===== src/pkg/lci_pkg.sv =====
package lci_pkg;
  // Register map, byte addresses on the plain register port
  localparam int         ADDR_W       = 4;
  localparam int         DATA_W       = 32;
  localparam logic [3:0] OFS_CTRL     = 4'h0;
  localparam logic [3:0] OFS_STATUS   = 4'h4;
  localparam logic [3:0] OFS_IRQ_STAT = 4'h8;
  localparam logic [3:0] OFS_IRQ_MASK = 4'hc;
  localparam int         CTRL_W       = 2;
  localparam int         CTRL_CHAN    = 0;
  localparam int         CTRL_DEVERR  = 1;
  localparam logic [1:0] CTRL_RESET   = 2'h0;
  localparam int         IRQ_W          = 4;
  localparam int         IRQ_SWITCH_ON  = 0;
  localparam int         IRQ_SWITCH_OFF = 1;
  localparam int         IRQ_SYNC_LOST  = 2;
  localparam int         IRQ_FAULT      = 3;
  localparam logic [3:0] IRQ_MASK_RESET = 4'h0;
  localparam int         ST_W       = 6;
  localparam int         ST_SWITCH  = 0;
  localparam int         ST_SYNC    = 1;
  localparam int         ST_WEAK    = 2;
  localparam int         ST_RANGE   = 3;
  localparam int         ST_STARTUP = 4;
  localparam int         ST_CHAN    = 5;
  // Timing
  localparam int CLK_HZ        = 40_000_000;
  localparam int STARTUP_S     = 10;
  localparam int SLOW_HZ       = 1;
  localparam int FAST_HZ       = 10;
  localparam int MOD_BIT_NS    = 1000;
  localparam int STARTUP_CYC   = CLK_HZ * STARTUP_S;
  localparam int SLOW_HALF_CYC = CLK_HZ / (2 * SLOW_HZ);
  localparam int FAST_HALF_CYC = CLK_HZ / (2 * FAST_HZ);
  localparam int MOD_BIT_CYC   = (MOD_BIT_NS * (CLK_HZ / 1_000_000) + 999) / 1000;
  // Beam layout
  localparam int NUM_BEAMS = 16;
  localparam int CODE_W    = 8;

  typedef enum logic [1:0] {
    CODE_DATA   = 2'b00,
    CODE_SYNC_A = 2'b01,
    CODE_SYNC_B = 2'b10
  } lci_code_kind_t;

  typedef enum logic [1:0] {
    RX_SEARCH = 2'b00,
    RX_RUN    = 2'b01,
    RX_LOCK   = 2'b10
  } lci_rx_state_t;

  // Balanced words: steady light, dark and slow flicker never match
  function automatic logic [7:0] beam_code(input logic chan, input lci_code_kind_t kind);
    logic [7:0] code;
    case ({chan, kind})
      {1'b0, CODE_SYNC_A}: code = 8'h6c;
      {1'b0, CODE_SYNC_B}: code = 8'h93;
      {1'b1, CODE_DATA}:   code = 8'h96;
      {1'b1, CODE_SYNC_A}: code = 8'h35;
      {1'b1, CODE_SYNC_B}: code = 8'hca;
      default:             code = 8'h5a;
    endcase
    return code;
  endfunction : beam_code
endpackage : lci_pkg


===== src/lci_top.sv =====
// How it works
// - Transmitter secondary lamp flashes for ten seconds after power-up if range is reduced
// - Receiver primary lamp flashes red about 1 Hz on external fault
// - Receiver primary lamp flashes red about 10 Hz on internal error
// - Receiver primary lamp flashes green 1 Hz when outputs on, signal weak
// - Receiver secondary lamp lit when outputs off on second channel, else dark
// - Both units start on the first transmission channel
// - Units synchronize optically through two distinctly coded sync beams
// - One unobstructed sync beam suffices for sync and operation
// - Each scan walks beams first to last; scan length sets response time
// - Beams are coded so ambient steady or flickering light cannot match
// - Each channel uses its own beam codes
// - Transmitter and receiver always use the same channel
// - Reduced range wiring lowers transmitted light power
//
// The placing of the registers and the address-and-strobe port were left to the implementer.
`timescale 1ns/1ps
module lci_top #(
  parameter int NUM_BEAMS     = lci_pkg::NUM_BEAMS,
  parameter int CODE_W        = lci_pkg::CODE_W,
  parameter int BIT_CYC       = lci_pkg::MOD_BIT_CYC,
  parameter int STARTUP_CYC   = lci_pkg::STARTUP_CYC,
  parameter int SLOW_HALF_CYC = lci_pkg::SLOW_HALF_CYC,
  parameter int FAST_HALF_CYC = lci_pkg::FAST_HALF_CYC
) (
  // Clock and reset
  input  wire logic                          clock,
  input  wire logic                          reset_n,
  input  wire logic                          ce,
  // Register port
  input  wire logic [lci_pkg::ADDR_W-1:0]    reg_addr,
  input  wire logic [lci_pkg::DATA_W-1:0]    reg_wdata,
  input  wire logic                          reg_wr,
  input  wire logic                          reg_rd,
  output logic      [lci_pkg::DATA_W-1:0]    reg_rdata,
  output logic                               irq,
  // Unit inputs
  input  wire logic                          power_ok,
  input  wire logic                          range_reduce_wired,
  input  wire logic                          ext_fault,
  input  wire logic                          int_error,
  input  wire logic                          rx_light,
  input  wire logic                          rx_weak,
  // Optical transmit side
  output logic                               tx_emit,
  output logic      [$clog2(NUM_BEAMS)-1:0]  tx_beam_sel,
  output logic                               tx_power_low,
  // Switching outputs
  output logic                               safety_switch_output_a,
  output logic                               safety_switch_output_b,
  // Lamps
  output logic                               tx_primary_lamp_red,
  output logic                               tx_primary_lamp_green,
  output logic                               tx_secondary_lamp,
  output logic                               rx_primary_lamp_red,
  output logic                               rx_primary_lamp_green,
  output logic                               rx_secondary_lamp
);
  localparam int BW = $clog2(NUM_BEAMS);
  localparam int KW = $clog2(CODE_W);
  localparam int SW = $clog2(STARTUP_CYC + 1);

  logic [BW-1:0] beam_idx;
  logic [KW-1:0] bit_idx;
  logic          bit_tick;
  logic          beam_end;
  logic          scan_end;
  logic          slow_ph;
  logic          fast_ph;

  lci_scan #(.NUM_BEAMS(NUM_BEAMS), .CODE_W(CODE_W), .BIT_CYC(BIT_CYC)) u_scan (
    .clock    (clock),
    .reset_n  (reset_n),
    .ce       (ce),
    .beam_idx (beam_idx),
    .bit_idx  (bit_idx),
    .bit_tick (bit_tick),
    .beam_end (beam_end),
    .scan_end (scan_end)
  );

  lci_blink #(.HALF_CYC(SLOW_HALF_CYC)) u_slow (
    .clock   (clock),
    .reset_n (reset_n),
    .ce      (ce),
    .phase   (slow_ph)
  );

  lci_blink #(.HALF_CYC(FAST_HALF_CYC)) u_fast (
    .clock   (clock),
    .reset_n (reset_n),
    .ce      (ce),
    .phase   (fast_ph)
  );

  // Registers
  logic [lci_pkg::CTRL_W-1:0] ctrl_ff;
  logic [lci_pkg::IRQ_W-1:0]  irq_stat_ff;
  logic [lci_pkg::IRQ_W-1:0]  irq_mask_ff;
  logic [lci_pkg::IRQ_W-1:0]  irq_ev;
  logic [lci_pkg::ST_W-1:0]   status;
  logic [lci_pkg::DATA_W-1:0] rdata_ff;
  logic                       irq_ff;
  logic                       chan;
  logic                       dev_err;

  // One channel bit feeds both units, so they can never disagree
  assign chan    = ctrl_ff[lci_pkg::CTRL_CHAN];
  assign dev_err = ctrl_ff[lci_pkg::CTRL_DEVERR] | int_error;

  always_ff @(posedge clock or negedge reset_n) begin
    if (!reset_n) begin
      ctrl_ff <= lci_pkg::CTRL_RESET;
    end else if (ce && reg_wr && reg_addr == lci_pkg::OFS_CTRL) begin
      ctrl_ff <= reg_wdata[lci_pkg::CTRL_W-1:0];
    end
  end

  always_ff @(posedge clock or negedge reset_n) begin
    if (!reset_n) begin
      irq_mask_ff <= lci_pkg::IRQ_MASK_RESET;
    end else if (ce && reg_wr && reg_addr == lci_pkg::OFS_IRQ_MASK) begin
      irq_mask_ff <= reg_wdata[lci_pkg::IRQ_W-1:0];
    end
  end

  // A new event in the clearing cycle survives the write of one
  always_ff @(posedge clock or negedge reset_n) begin
    if (!reset_n) begin
      irq_stat_ff <= '0;
      irq_ff      <= 1'b0;
    end else if (ce) begin
      if (reg_wr && reg_addr == lci_pkg::OFS_IRQ_STAT) begin
        irq_stat_ff <= (irq_stat_ff & ~reg_wdata[lci_pkg::IRQ_W-1:0]) | irq_ev;
      end else begin
        irq_stat_ff <= irq_stat_ff | irq_ev;
      end
      irq_ff <= |(irq_stat_ff & irq_mask_ff);
    end
  end

  always_ff @(posedge clock or negedge reset_n) begin
    if (!reset_n) begin
      rdata_ff <= '0;
    end else if (ce) begin
      rdata_ff <= '0;
      if (reg_rd) begin
        case (reg_addr)
          lci_pkg::OFS_CTRL:     rdata_ff <= {30'h0000_0000, ctrl_ff};
          lci_pkg::OFS_STATUS:   rdata_ff <= {26'h000_0000, status};
          lci_pkg::OFS_IRQ_STAT: rdata_ff <= {28'h000_0000, irq_stat_ff};
          lci_pkg::OFS_IRQ_MASK: rdata_ff <= {28'h000_0000, irq_mask_ff};
          default:               rdata_ff <= '0;
        endcase
      end
    end
  end

  // Power-up window and range strap
  logic [SW-1:0] startup_cnt_ff;
  logic          startup_ff;
  logic          strap_done_ff;
  logic          range_red_ff;

  always_ff @(posedge clock or negedge reset_n) begin
    if (!reset_n) begin
      startup_cnt_ff <= '0;
      startup_ff     <= 1'b1;
    end else if (ce && startup_ff) begin
      startup_cnt_ff <= startup_cnt_ff + 1'b1;
      startup_ff     <= startup_cnt_ff != SW'(STARTUP_CYC - 1);
    end
  end

  // Wiring is read once after reset release; the reset value is a constant
  always_ff @(posedge clock or negedge reset_n) begin
    if (!reset_n) begin
      strap_done_ff <= 1'b0;
      range_red_ff  <= 1'b0;
    end else if (ce && !strap_done_ff) begin
      strap_done_ff <= 1'b1;
      range_red_ff  <= range_reduce_wired;
    end
  end

  // Beam coding shared by both units
  lci_pkg::lci_code_kind_t kind;
  logic [CODE_W-1:0]       exp_code;
  logic [CODE_W-1:0]       rx_word;
  logic [CODE_W-1:0]       shift_ff;
  logic                    match;

  always_comb begin
    kind = lci_pkg::CODE_DATA;
    if (beam_idx == '0) begin
      kind = lci_pkg::CODE_SYNC_A;
    end else if (beam_idx == BW'(NUM_BEAMS - 1)) begin
      kind = lci_pkg::CODE_SYNC_B;
    end
  end

  assign exp_code = lci_pkg::beam_code(chan, kind);
  assign rx_word  = {shift_ff[CODE_W-2:0], rx_light};
  assign match    = rx_word == exp_code;

  // Transmitter
  logic          tx_emit_ff;
  logic [BW-1:0] tx_beam_ff;
  logic          tx_low_ff;

  always_ff @(posedge clock or negedge reset_n) begin
    if (!reset_n) begin
      tx_emit_ff <= 1'b0;
      tx_beam_ff <= '0;
      tx_low_ff  <= 1'b0;
    end else if (ce) begin
      tx_emit_ff <= power_ok && exp_code[CODE_W - 1 - int'(bit_idx)];
      tx_beam_ff <= beam_idx;
      tx_low_ff  <= range_red_ff;
    end
  end

  // Receiver evaluation
  logic sync_a_ff;
  logic clear_ff;
  logic weak_acc_ff;
  logic weak_ff;
  logic sync_ok;

  // Sync B is the last beam, judged in the scan-end cycle itself
  assign sync_ok = sync_a_ff | match;

  always_ff @(posedge clock or negedge reset_n) begin
    if (!reset_n) begin
      shift_ff <= '0;
    end else if (ce && bit_tick) begin
      shift_ff <= rx_word;
    end
  end

  always_ff @(posedge clock or negedge reset_n) begin
    if (!reset_n) begin
      sync_a_ff <= 1'b0;
      clear_ff  <= 1'b1;
    end else if (ce && beam_end) begin
      if (scan_end) begin
        sync_a_ff <= 1'b0;
        clear_ff  <= 1'b1;
      end else if (kind == lci_pkg::CODE_SYNC_A) begin
        sync_a_ff <= match;
      end else if (!match) begin
        clear_ff <= 1'b0;
      end
    end
  end

  always_ff @(posedge clock or negedge reset_n) begin
    if (!reset_n) begin
      weak_acc_ff <= 1'b0;
      weak_ff     <= 1'b0;
    end else if (ce && bit_tick) begin
      weak_acc_ff <= scan_end ? 1'b0 : (weak_acc_ff | rx_weak);
      if (scan_end) begin
        weak_ff <= weak_acc_ff | rx_weak;
      end
    end
  end

  lci_pkg::lci_rx_state_t st_ff;
  lci_pkg::lci_rx_state_t nxt_st;
  logic                   switch_ff;
  logic                   nxt_switch;
  logic                   fault_d_ff;

  always_comb begin
    nxt_st = st_ff;
    if (int_error) begin
      nxt_st = lci_pkg::RX_LOCK;
    end else begin
      case (st_ff)
        lci_pkg::RX_SEARCH: if (scan_end && sync_ok) nxt_st = lci_pkg::RX_RUN;
        lci_pkg::RX_RUN:    if (scan_end && !sync_ok) nxt_st = lci_pkg::RX_SEARCH;
        lci_pkg::RX_LOCK:   nxt_st = lci_pkg::RX_SEARCH;
        default:            nxt_st = lci_pkg::RX_SEARCH;
      endcase
    end
  end

  always_comb begin
    nxt_switch = switch_ff;
    if (ext_fault || int_error || !power_ok) begin
      nxt_switch = 1'b0;
    end else if (scan_end) begin
      nxt_switch = st_ff == lci_pkg::RX_RUN && sync_ok && clear_ff;
    end
  end

  always_ff @(posedge clock or negedge reset_n) begin
    if (!reset_n) begin
      st_ff      <= lci_pkg::RX_SEARCH;
      switch_ff  <= 1'b0;
      fault_d_ff <= 1'b0;
    end else if (ce) begin
      st_ff      <= nxt_st;
      switch_ff  <= nxt_switch;
      fault_d_ff <= ext_fault | int_error;
    end
  end

  always_comb begin
    irq_ev                          = '0;
    irq_ev[lci_pkg::IRQ_SWITCH_ON]  = nxt_switch && !switch_ff;
    irq_ev[lci_pkg::IRQ_SWITCH_OFF] = !nxt_switch && switch_ff;
    irq_ev[lci_pkg::IRQ_SYNC_LOST]  = st_ff == lci_pkg::RX_RUN && nxt_st != lci_pkg::RX_RUN;
    irq_ev[lci_pkg::IRQ_FAULT]      = (ext_fault | int_error) && !fault_d_ff;
  end

  always_comb begin
    status                      = '0;
    status[lci_pkg::ST_SWITCH]  = switch_ff;
    status[lci_pkg::ST_SYNC]    = st_ff == lci_pkg::RX_RUN;
    status[lci_pkg::ST_WEAK]    = weak_ff;
    status[lci_pkg::ST_RANGE]   = range_red_ff;
    status[lci_pkg::ST_STARTUP] = startup_ff;
    status[lci_pkg::ST_CHAN]    = chan;
  end

  // Lamps, all dark without power
  logic [5:0] lamp_ff;

  always_ff @(posedge clock or negedge reset_n) begin
    if (!reset_n) begin
      lamp_ff <= '0;
    end else if (ce) begin
      lamp_ff <= '0;
      if (power_ok) begin
        lamp_ff[0] <= dev_err;
        lamp_ff[1] <= !dev_err;
        lamp_ff[2] <= (startup_ff && range_red_ff) ? slow_ph : chan;
        if (int_error) begin
          lamp_ff[3] <= fast_ph;
        end else if (ext_fault) begin
          lamp_ff[3] <= slow_ph;
        end else if (switch_ff) begin
          lamp_ff[4] <= weak_ff ? slow_ph : 1'b1;
        end else begin
          lamp_ff[3] <= 1'b1;
        end
        lamp_ff[5] <= !switch_ff && chan;
      end
    end
  end

  assign reg_rdata              = rdata_ff;
  assign irq                    = irq_ff;
  assign tx_emit                = tx_emit_ff;
  assign tx_beam_sel            = tx_beam_ff;
  assign tx_power_low           = tx_low_ff;
  assign safety_switch_output_a = switch_ff;
  assign safety_switch_output_b = switch_ff;
  assign tx_primary_lamp_red    = lamp_ff[0];
  assign tx_primary_lamp_green  = lamp_ff[1];
  assign tx_secondary_lamp      = lamp_ff[2];
  assign rx_primary_lamp_red    = lamp_ff[3];
  assign rx_primary_lamp_green  = lamp_ff[4];
  assign rx_secondary_lamp      = lamp_ff[5];
endmodule : lci_top


===== src/lci_blink.sv =====
`timescale 1ns/1ps
module lci_blink #(
  parameter int HALF_CYC = 20_000_000
) (
  // Clock and reset
  input  wire logic clock,
  input  wire logic reset_n,
  input  wire logic ce,
  // Square wave
  output logic      phase
);
  localparam int CW = $clog2(HALF_CYC + 1);

  logic [CW-1:0] cnt_ff;
  logic          phase_ff;

  always_ff @(posedge clock or negedge reset_n) begin
    if (!reset_n) begin
      cnt_ff <= '0;
    end else if (ce) begin
      cnt_ff <= (cnt_ff == CW'(HALF_CYC - 1)) ? '0 : cnt_ff + 1'b1;
    end
  end

  always_ff @(posedge clock or negedge reset_n) begin
    if (!reset_n) begin
      phase_ff <= 1'b0;
    end else if (ce && cnt_ff == CW'(HALF_CYC - 1)) begin
      phase_ff <= ~phase_ff;
    end
  end

  assign phase = phase_ff;
endmodule : lci_blink


===== src/lci_scan.sv =====
`timescale 1ns/1ps
module lci_scan #(
  parameter int NUM_BEAMS = 16,
  parameter int CODE_W    = 8,
  parameter int BIT_CYC   = 40
) (
  // Clock and reset
  input  wire logic                         clock,
  input  wire logic                         reset_n,
  input  wire logic                         ce,
  // Position in the scan
  output logic [$clog2(NUM_BEAMS)-1:0]      beam_idx,
  output logic [$clog2(CODE_W)-1:0]         bit_idx,
  output logic                              bit_tick,
  output logic                              beam_end,
  output logic                              scan_end
);
  localparam int CYW = $clog2(BIT_CYC + 1);
  localparam int BW  = $clog2(NUM_BEAMS);
  localparam int KW  = $clog2(CODE_W);

  logic [CYW-1:0] cyc_ff;
  logic [KW-1:0]  bit_ff;
  logic [BW-1:0]  beam_ff;

  assign bit_tick = cyc_ff == CYW'(BIT_CYC - 1);
  assign beam_end = bit_tick && bit_ff == KW'(CODE_W - 1);
  assign scan_end = beam_end && beam_ff == BW'(NUM_BEAMS - 1);
  assign beam_idx = beam_ff;
  assign bit_idx  = bit_ff;

  always_ff @(posedge clock or negedge reset_n) begin
    if (!reset_n) begin
      cyc_ff <= '0;
    end else if (ce) begin
      cyc_ff <= bit_tick ? '0 : cyc_ff + 1'b1;
    end
  end

  always_ff @(posedge clock or negedge reset_n) begin
    if (!reset_n) begin
      bit_ff <= '0;
    end else if (ce && bit_tick) begin
      bit_ff <= beam_end ? '0 : bit_ff + 1'b1;
    end
  end

  // First beam to last, then wrap: one pass is one response time
  always_ff @(posedge clock or negedge reset_n) begin
    if (!reset_n) begin
      beam_ff <= '0;
    end else if (ce && beam_end) begin
      beam_ff <= scan_end ? '0 : beam_ff + 1'b1;
    end
  end
endmodule : lci_scan


===== config.mk =====
export PLATFORM = sky130hd
export DESIGN_NAME = lci_top
export DESIGN_NICKNAME = d
export VERILOG_FILES = /design/src/pkg/lci_pkg.sv /design/src/lci_top.sv /design/src/lci_blink.sv /design/src/lci_scan.sv
export SDC_FILE = /design/constraint.sdc
export NUM_CORES = 1
export LEC_CHECK = 0
export BUFFER_PORTS_ARGS = -buffer_cell sky130_fd_sc_hd__buf_2
export CORE_MARGIN = 1.5
export CORE_UTILIZATION = 40
export CTS_CLUSTER_SIZE = 14
export DETAILED_ROUTE_END_ITERATION = 8
export PLACE_DENSITY = 0.62
export SYNTH_ARGS = -nofsm -noshare
export SYNTH_HDL_FRONTEND = slang
export SYNTH_SLANG_ARGS = --single-unit

===== constraint.sdc =====
create_clock -name clock -period 3.15 [get_ports clock]
set_input_delay 0.63 -clock clock [delete_from_list [all_inputs] [get_ports clock]]
set_output_delay 0.63 -clock clock [all_outputs]
set_load 0.01 [all_outputs]

==> metrics.cfg, run 1 <==
[critical_path]
crit_fanout = 11
endpoint_kind = flop
required_ns = 3.46
startpoint_type = flop
arrival_ns = 2.84
worstSetupPathType = reg2reg

[detailed_routing]
ant_nets = 0
route.detailed.drc = 0
drt_pass1_iterations = 5
wl_per_cell_um = 14.88
drt_iter0_markers = 295
wl_um = 14510
viasPerCell = 5.205
via_count = 5075

[global_routing]
antenna_found_initial = 0
grt_pass1_wl_um = 24390
grt-ovfl-total = 0
grt_start_max_net_pins = 79
grt_pass1_vias = 4971
grt.total_usage_pct = 16.91

[yosys]
ys_ff_latch = 137
yosys-top-cells-area = dfrtp_1, xnor2_1, nand2_1
ys_types = 75
synthArstFlopShare_pct = 100.0
postSynthCellCount = 697
ys.flop_type = dfrtp_1
synth.avg_cell_area_um2 = 10.12
syn_area_um2 = 7057
synth_seq_area_share_pct = 48.62
synth_top_cell_area_share_pct = 47.87
yosysWarnings = 0
synth_edf_count = 0
yosys.area.top_type = dfrtp_1

[timing]
finalClockSkew_ns = 0.009111
rsz0062_at_grt = false
maxSlewViolCount = 0
fmax_mhz = 396.5
min_period_ns = 2.522
setup_viol_count_final = 0
tightest_slew_ns = 0.6501
finalCritPeriodShare_pct = 80.07
hold_viol = 0
fin_setup_tns_ns = 0
relSlewSlack_pct = 56.50

[clock_network]
clk_path_buf_depth = 2
clk_pin_slew_worst_paths_ns = 0.06
h-tree-depth = 4
clockRootBuffer = clkbuf_16
worstSkewPairLatency_ns = 0.43
cts_setup_buffers = 0
cts_tree = built
numCtsBuffers = 17
clkSinkCount = 137
ctsResizeCount = 0
holdBufCountCts = 0

[layout]
antennaDiodeCount = 0
fill_cells = 1665
final_common_cell = dfrtp_1
postLayoutCoreUtil_pct = 46.19
drive_gt1_share_pct = 15.33
area_delta_synth_final_pct = 13.21
nets = 792
final_cell_mix = dfrtp_1, nand2_1, nor2_1, xnor2_1, buf_2

[die]
core_area_um2 = 17300
die_w_um = 135.8
dieArea_um2 = 18450
ios = 94
initial_core_util_pct = 40.80
die_y_um = 135.8
rows = 48

[placement]
globalplace.congestion = 0.8419
portBuffers = 39
dp_hpwl_um = 10180

[run]
drv_cap = 0

[hold_path]
hold_class = in2async

[status]
outcome = complete, no violations

[pwr]
irDropWorstVdd_mv = 0.4049
p_leak_nw = 3.658
p_per_area_nw_per_um2 = 570.6

layer usage:
metal	global-route usage (%)	wire length, um
met1	22.55	6861
met2	26.57	6932
met3	3.654	445
met4	7.348	267
met5	0	0
critical path, stage by stage (launching register included):
cell	delay (ns)
dfrtp_1	0.55
ha_1	0.22
ha_1	0.28
nand4_1	0.26
nor4_2	0.60
o2111ai_1	0.21
a22o_1	0.28
final timing paths:
path	startpoint	endpoint	slack [ns]	cells after the start
setup / recovery	u_scan.bit_idx[1]	irq_stat_ff[1]	0.63	6
hold reg to reg	strap_done_ff	strap_done_ff	0.47	1
setup reg to reg	u_scan.bit_idx[1]	irq_stat_ff[1]	0.63	6
min in group clock	rx_light	shift_ff[0]	0.44	3
hold / removal	reset_n	startup_cnt_ff[22]	0.16	1
max in group asynchronous	reset_n	clear_ff	2.13	2
stage by stage:
stage	hold WS [ns]	cells	instance area, um^2	setup WS (ns)	total power [W]
detailed placement	0.4503	943	7393	0.6586	0.002595
global route	0.2202	975	7989	0.4998	0.004775
global placement	0.4505	943	7393	0.6820	0.002557
finish	0.1637	975	7989	0.6277	0.004558
CTS	0.1915	975	7989	0.6784	0.004604
floorplan	0.3344	722	7151	0.9894	0.002447
Yosys cell counts, drive strengths merged, types with 3 or more instances:
cell type  count
and2           6
or3            4
nor4          10
a21o           4
or2            4
nor4bb         5
nand2         74
o22ai          8
nor2b          8
xor2          21
nor3          11
a211oi         3
clkbuf        17
o32ai          3
and3          21
nand3         32
a21oi         13
buf           33
and4           4
nor2          54
dfrtp        135
nand4         29
nand2b         6
o21ai         25
mux2          19
ha             8
a31oi          3
nor3b          4
a22oi          4
xnor2         53
mux2i          6
inv           30
sequential cells by signal, indices dropped and copies added (netlist names), 2 cells and up:
register         flops
u_fast.cnt_ff       21
tx_beam_sel          4
irq_stat_ff          4
u_scan.cyc_ff        6
reg_rdata            6
u_scan.beam_idx      4
ctrl_ff              2
startup_cnt_ff      29
irq_mask_ff          4
u_scan.bit_idx       3
st_ff                2
u_slow.cnt_ff       25
lamp_ff              6
shift_ff             7
final cells by class:
cell class | instances | area, um^2 | share of cell area (%)
sequential | 137 | 3431 | 42.94
clock buffer | 19 | 452.9 | 5.670
tap | 225 | 281.5 | 3.524
timing repair buffer | 46 | 266.5 | 3.336
clock inverter | 13 | 142.6 | 1.785
multi-input combinational | 505 | 3302 | 41.33
inverter | 30 | 112.6 | 1.410
kinds of logic after synthesis:
family	count (synthesis)	synth area share, %
simple gates	287	21.97
fa+ha+maj	8	1.418
xor+xnor	74	9.185
mux	27	4.574
flops	137	48.62
other cells	1	0.05314
compound gates	83	8.263
buf+inv	80	5.922
report_power, final:
part	switching [W]	internal, W	total [W]
logic	0.000248	0.000215	0.000463
clock network	0.000780	0.00121	0.00199
registers	0.000193	0.00191	0.00210
No activity file was read; power rests on OpenSTA's default activity.
==> run 2, diff against run 1 <==
--- a/config.mk
+++ b/config.mk
@@ -10,7 +10,7 @@
 export CORE_UTILIZATION = 40
 export CTS_CLUSTER_SIZE = 14
 export DETAILED_ROUTE_END_ITERATION = 8
-export PLACE_DENSITY = 0.62
+export PLACE_DENSITY = 0.64
 export SYNTH_ARGS = -nofsm -noshare
 export SYNTH_HDL_FRONTEND = slang
 export SYNTH_SLANG_ARGS = --single-unit
==> constraint.sdc (replaced) <==
create_clock -name clock -period 2.3 [get_ports clock]
set_input_delay 0.46 -clock clock [delete_from_list [all_inputs] [get_ports clock]]
set_output_delay 0.46 -clock clock [all_outputs]
set_load 0.01 [all_outputs]
==> metrics.cfg, run 2 (synthesis results as in run 1) <==
[die]
die_w_um = 135.8  ; unchanged
die_y_um = 135.8  ; unchanged
initial_core_util_pct = 40.80  ; unchanged
ios = 94  ; unchanged
core_area_um2 = 17300  ; unchanged
rows = 48  ; unchanged
dieArea_um2 = 18450  ; unchanged

[critical_path]
required_ns = 2.62  ; -0.84 ns
startpoint_type = flop
endpoint_kind = flop
rr_endpoint = sync_a_ff
rr_startpoint = u_scan.beam_idx[0]
arrival_ns = 2.50  ; -0.34 ns
worstRegToRegCells = 6  ; unchanged
worstSetupPathType = reg2reg
crit_fanout = 6  ; -5
ff2ff_setup_slack_ns = 0.11  ; -0.52 ns

[hold_path]
hold_class = in2reg
whs_endpoint = range_red_ff
min_path_cells = 2
hp-start = range_reduce_wired

[pwr]
p_leak_nw = 3.776  ; +3.2%
irDropWorstVdd_mv = 0.5527  ; +37%
p_per_area_nw_per_um2 = 785.0  ; +38%

[layout]
final_cell_area_um2 = 8207  ; +2.7%
nets = 810  ; +2.3%
drive_gt1_share_pct = 17.45  ; +2.1 points
final_cells = 993  ; +1.8%
area_delta_synth_final_pct = 16.29
largest_register_ffs = 29  ; unchanged
final_common_cell = dfrtp_1
final_cell_mix = dfrtp_1, nand2_1, nor2_1, xnor2_1, buf_2
antennaDiodeCount = 0  ; unchanged
top_regs = startup_cnt_ff (29), u_slow.cnt_ff (25), u_fast.cnt_ff (21)
largest-register = startup_cnt_ff

[timing]
rsz0062_at_grt = false
finalCritPeriodShare_pct = 95.15  ; +15 points
relSlewSlack_pct = 65.46  ; +9.0 points
fin_setup_tns_ns = 0  ; unchanged
finalClockSkew_ns = 0.006140  ; -0.002970 ns
setup_viol_count_final = 0  ; unchanged
min_period_ns = 2.188  ; -0.3339 ns
hold_viol = 0  ; unchanged
maxSlewViolCount = 0  ; unchanged
fmax_mhz = 456.9  ; +15%
tightest_slew_ns = 0.5169  ; -0.1332 ns

[global_routing]
grt_start_max_net_pins = 52  ; -34%
grt.total_usage_pct = 16.75  ; -0.16 points
antenna_found_initial = 0  ; unchanged
grt_pass1_wl_um = 24290  ; -0.40%
grt-ovfl-total = 0  ; unchanged
grt_pass1_vias = 4869  ; -2.1%

[placement]
globalplace.congestion = 0.8319  ; -1.2%
dp.cells = 959  ; +1.7%
post_dp_cell_area_um2 = 7526  ; +1.8%
dp_hpwl_um = 9979  ; -2.0%
portBuffers = 39  ; unchanged

[status]
outcome = complete, no violations

[clock_network]
clk_pin_slew_worst_paths_ns = 0.06  ; about the same
clk_path_buf_depth = 2  ; unchanged
cts_tree = built
clockRootBuffer = clkbuf_16
worstSkewPairLatency_ns = 0.42  ; about the same
clkSinkCount = 137  ; unchanged
numCtsBuffers = 17  ; unchanged
h-tree-depth = 4  ; unchanged

[run]
drv_cap = 0  ; unchanged

[detailed_routing]
viasPerCell = 5.113  ; -1.8%
wl_um = 14280  ; -1.6%
ant_nets = 0  ; unchanged
wl_per_cell_um = 14.38  ; -3.3%
via_count = 5077  ; +0.039%
drt_pass1_iterations = 5  ; unchanged
drt_iter0_markers = 267  ; -9.5%
route.detailed.drc = 0  ; unchanged

-- run 2: worst max-delay path by stage --
stage / startpoint / end / slack, ns / cells past startpoint
2_1_floorplan: u_scan.beam_idx[0] / sync_a_ff / 0.14 / 7
3_3_place_gp: ce / startup_cnt_ff[21] / 0.11 / 6
3_5_place_dp: u_scan.beam_idx[0] / sync_a_ff / 0.09 / 6
4_1_cts: u_scan.beam_idx[0] / sync_a_ff / 0.04 / 7
5_1_grt: u_scan.beam_idx[0] / sync_a_ff / 0.02 / 7
6_report: u_scan.beam_idx[0] / sync_a_ff / 0.11 / 6
-- run 2: what timing repair did --
action | in CTS | in global routing
gates resized for setup | 0 | 7
endpoints found under the hold margin | 39 | 0
buffers inserted | 0 | 1
setup endpoints to repair | 0 | 2
hold buffers | 1 | 0
-- run 2: report_power, final --
part	leakage [nW]	switching (W)	internal [W]
Combinational	1.67	0.000374	0.000321
Clock	0.294	0.00104	0.00186
Sequential	1.81	0.000230	0.00262
-- run 2: layout make-up --
type	instances	area, um^2
Inverter	30	112.6
Sequential cell	137	3432
Timing Repair Buffer	64	416.7
Fill cell	1610	9090
Clock inverter	12	172.7
Tap cell	225	281.5
Clock buffer	20	456.7
Multi-Input combinational cell	505	3334
-- run 2: critical path, cell delays in order (launching register included) --
cell and delay (ns):
dfrtp_2 0.44, ha_1 0.24, and4b_1 0.20, or3_4 0.38, a221oi_4 0.33, o211ai_4 0.16, o41ai_2 0.34
-- run 2: through the flow --
step	total power, W	hold WS (ns)	utilization (%)	worst slack (ns)
floorplan	0.003351	0.1644	-	0.1435
CTS	0.006499	0.2573	47.21	0.03680
global placement	0.003556	0.4219	43.51	0.1147
finish	0.006442	0.2741	47.45	0.1115
global route	0.006740	0.2678	47.45	0.02477
detailed placement	0.003573	0.4232	43.51	0.08648
-- run 2: layer usage --
metal	global-route usage, %	up-vias	wire length (um)
li1	-	2509	-
met1	22.79	2471	7008
met2	26.09	83	6662
met3	4.325	14	491
met4	5.436	0	119
met5	0	-	0
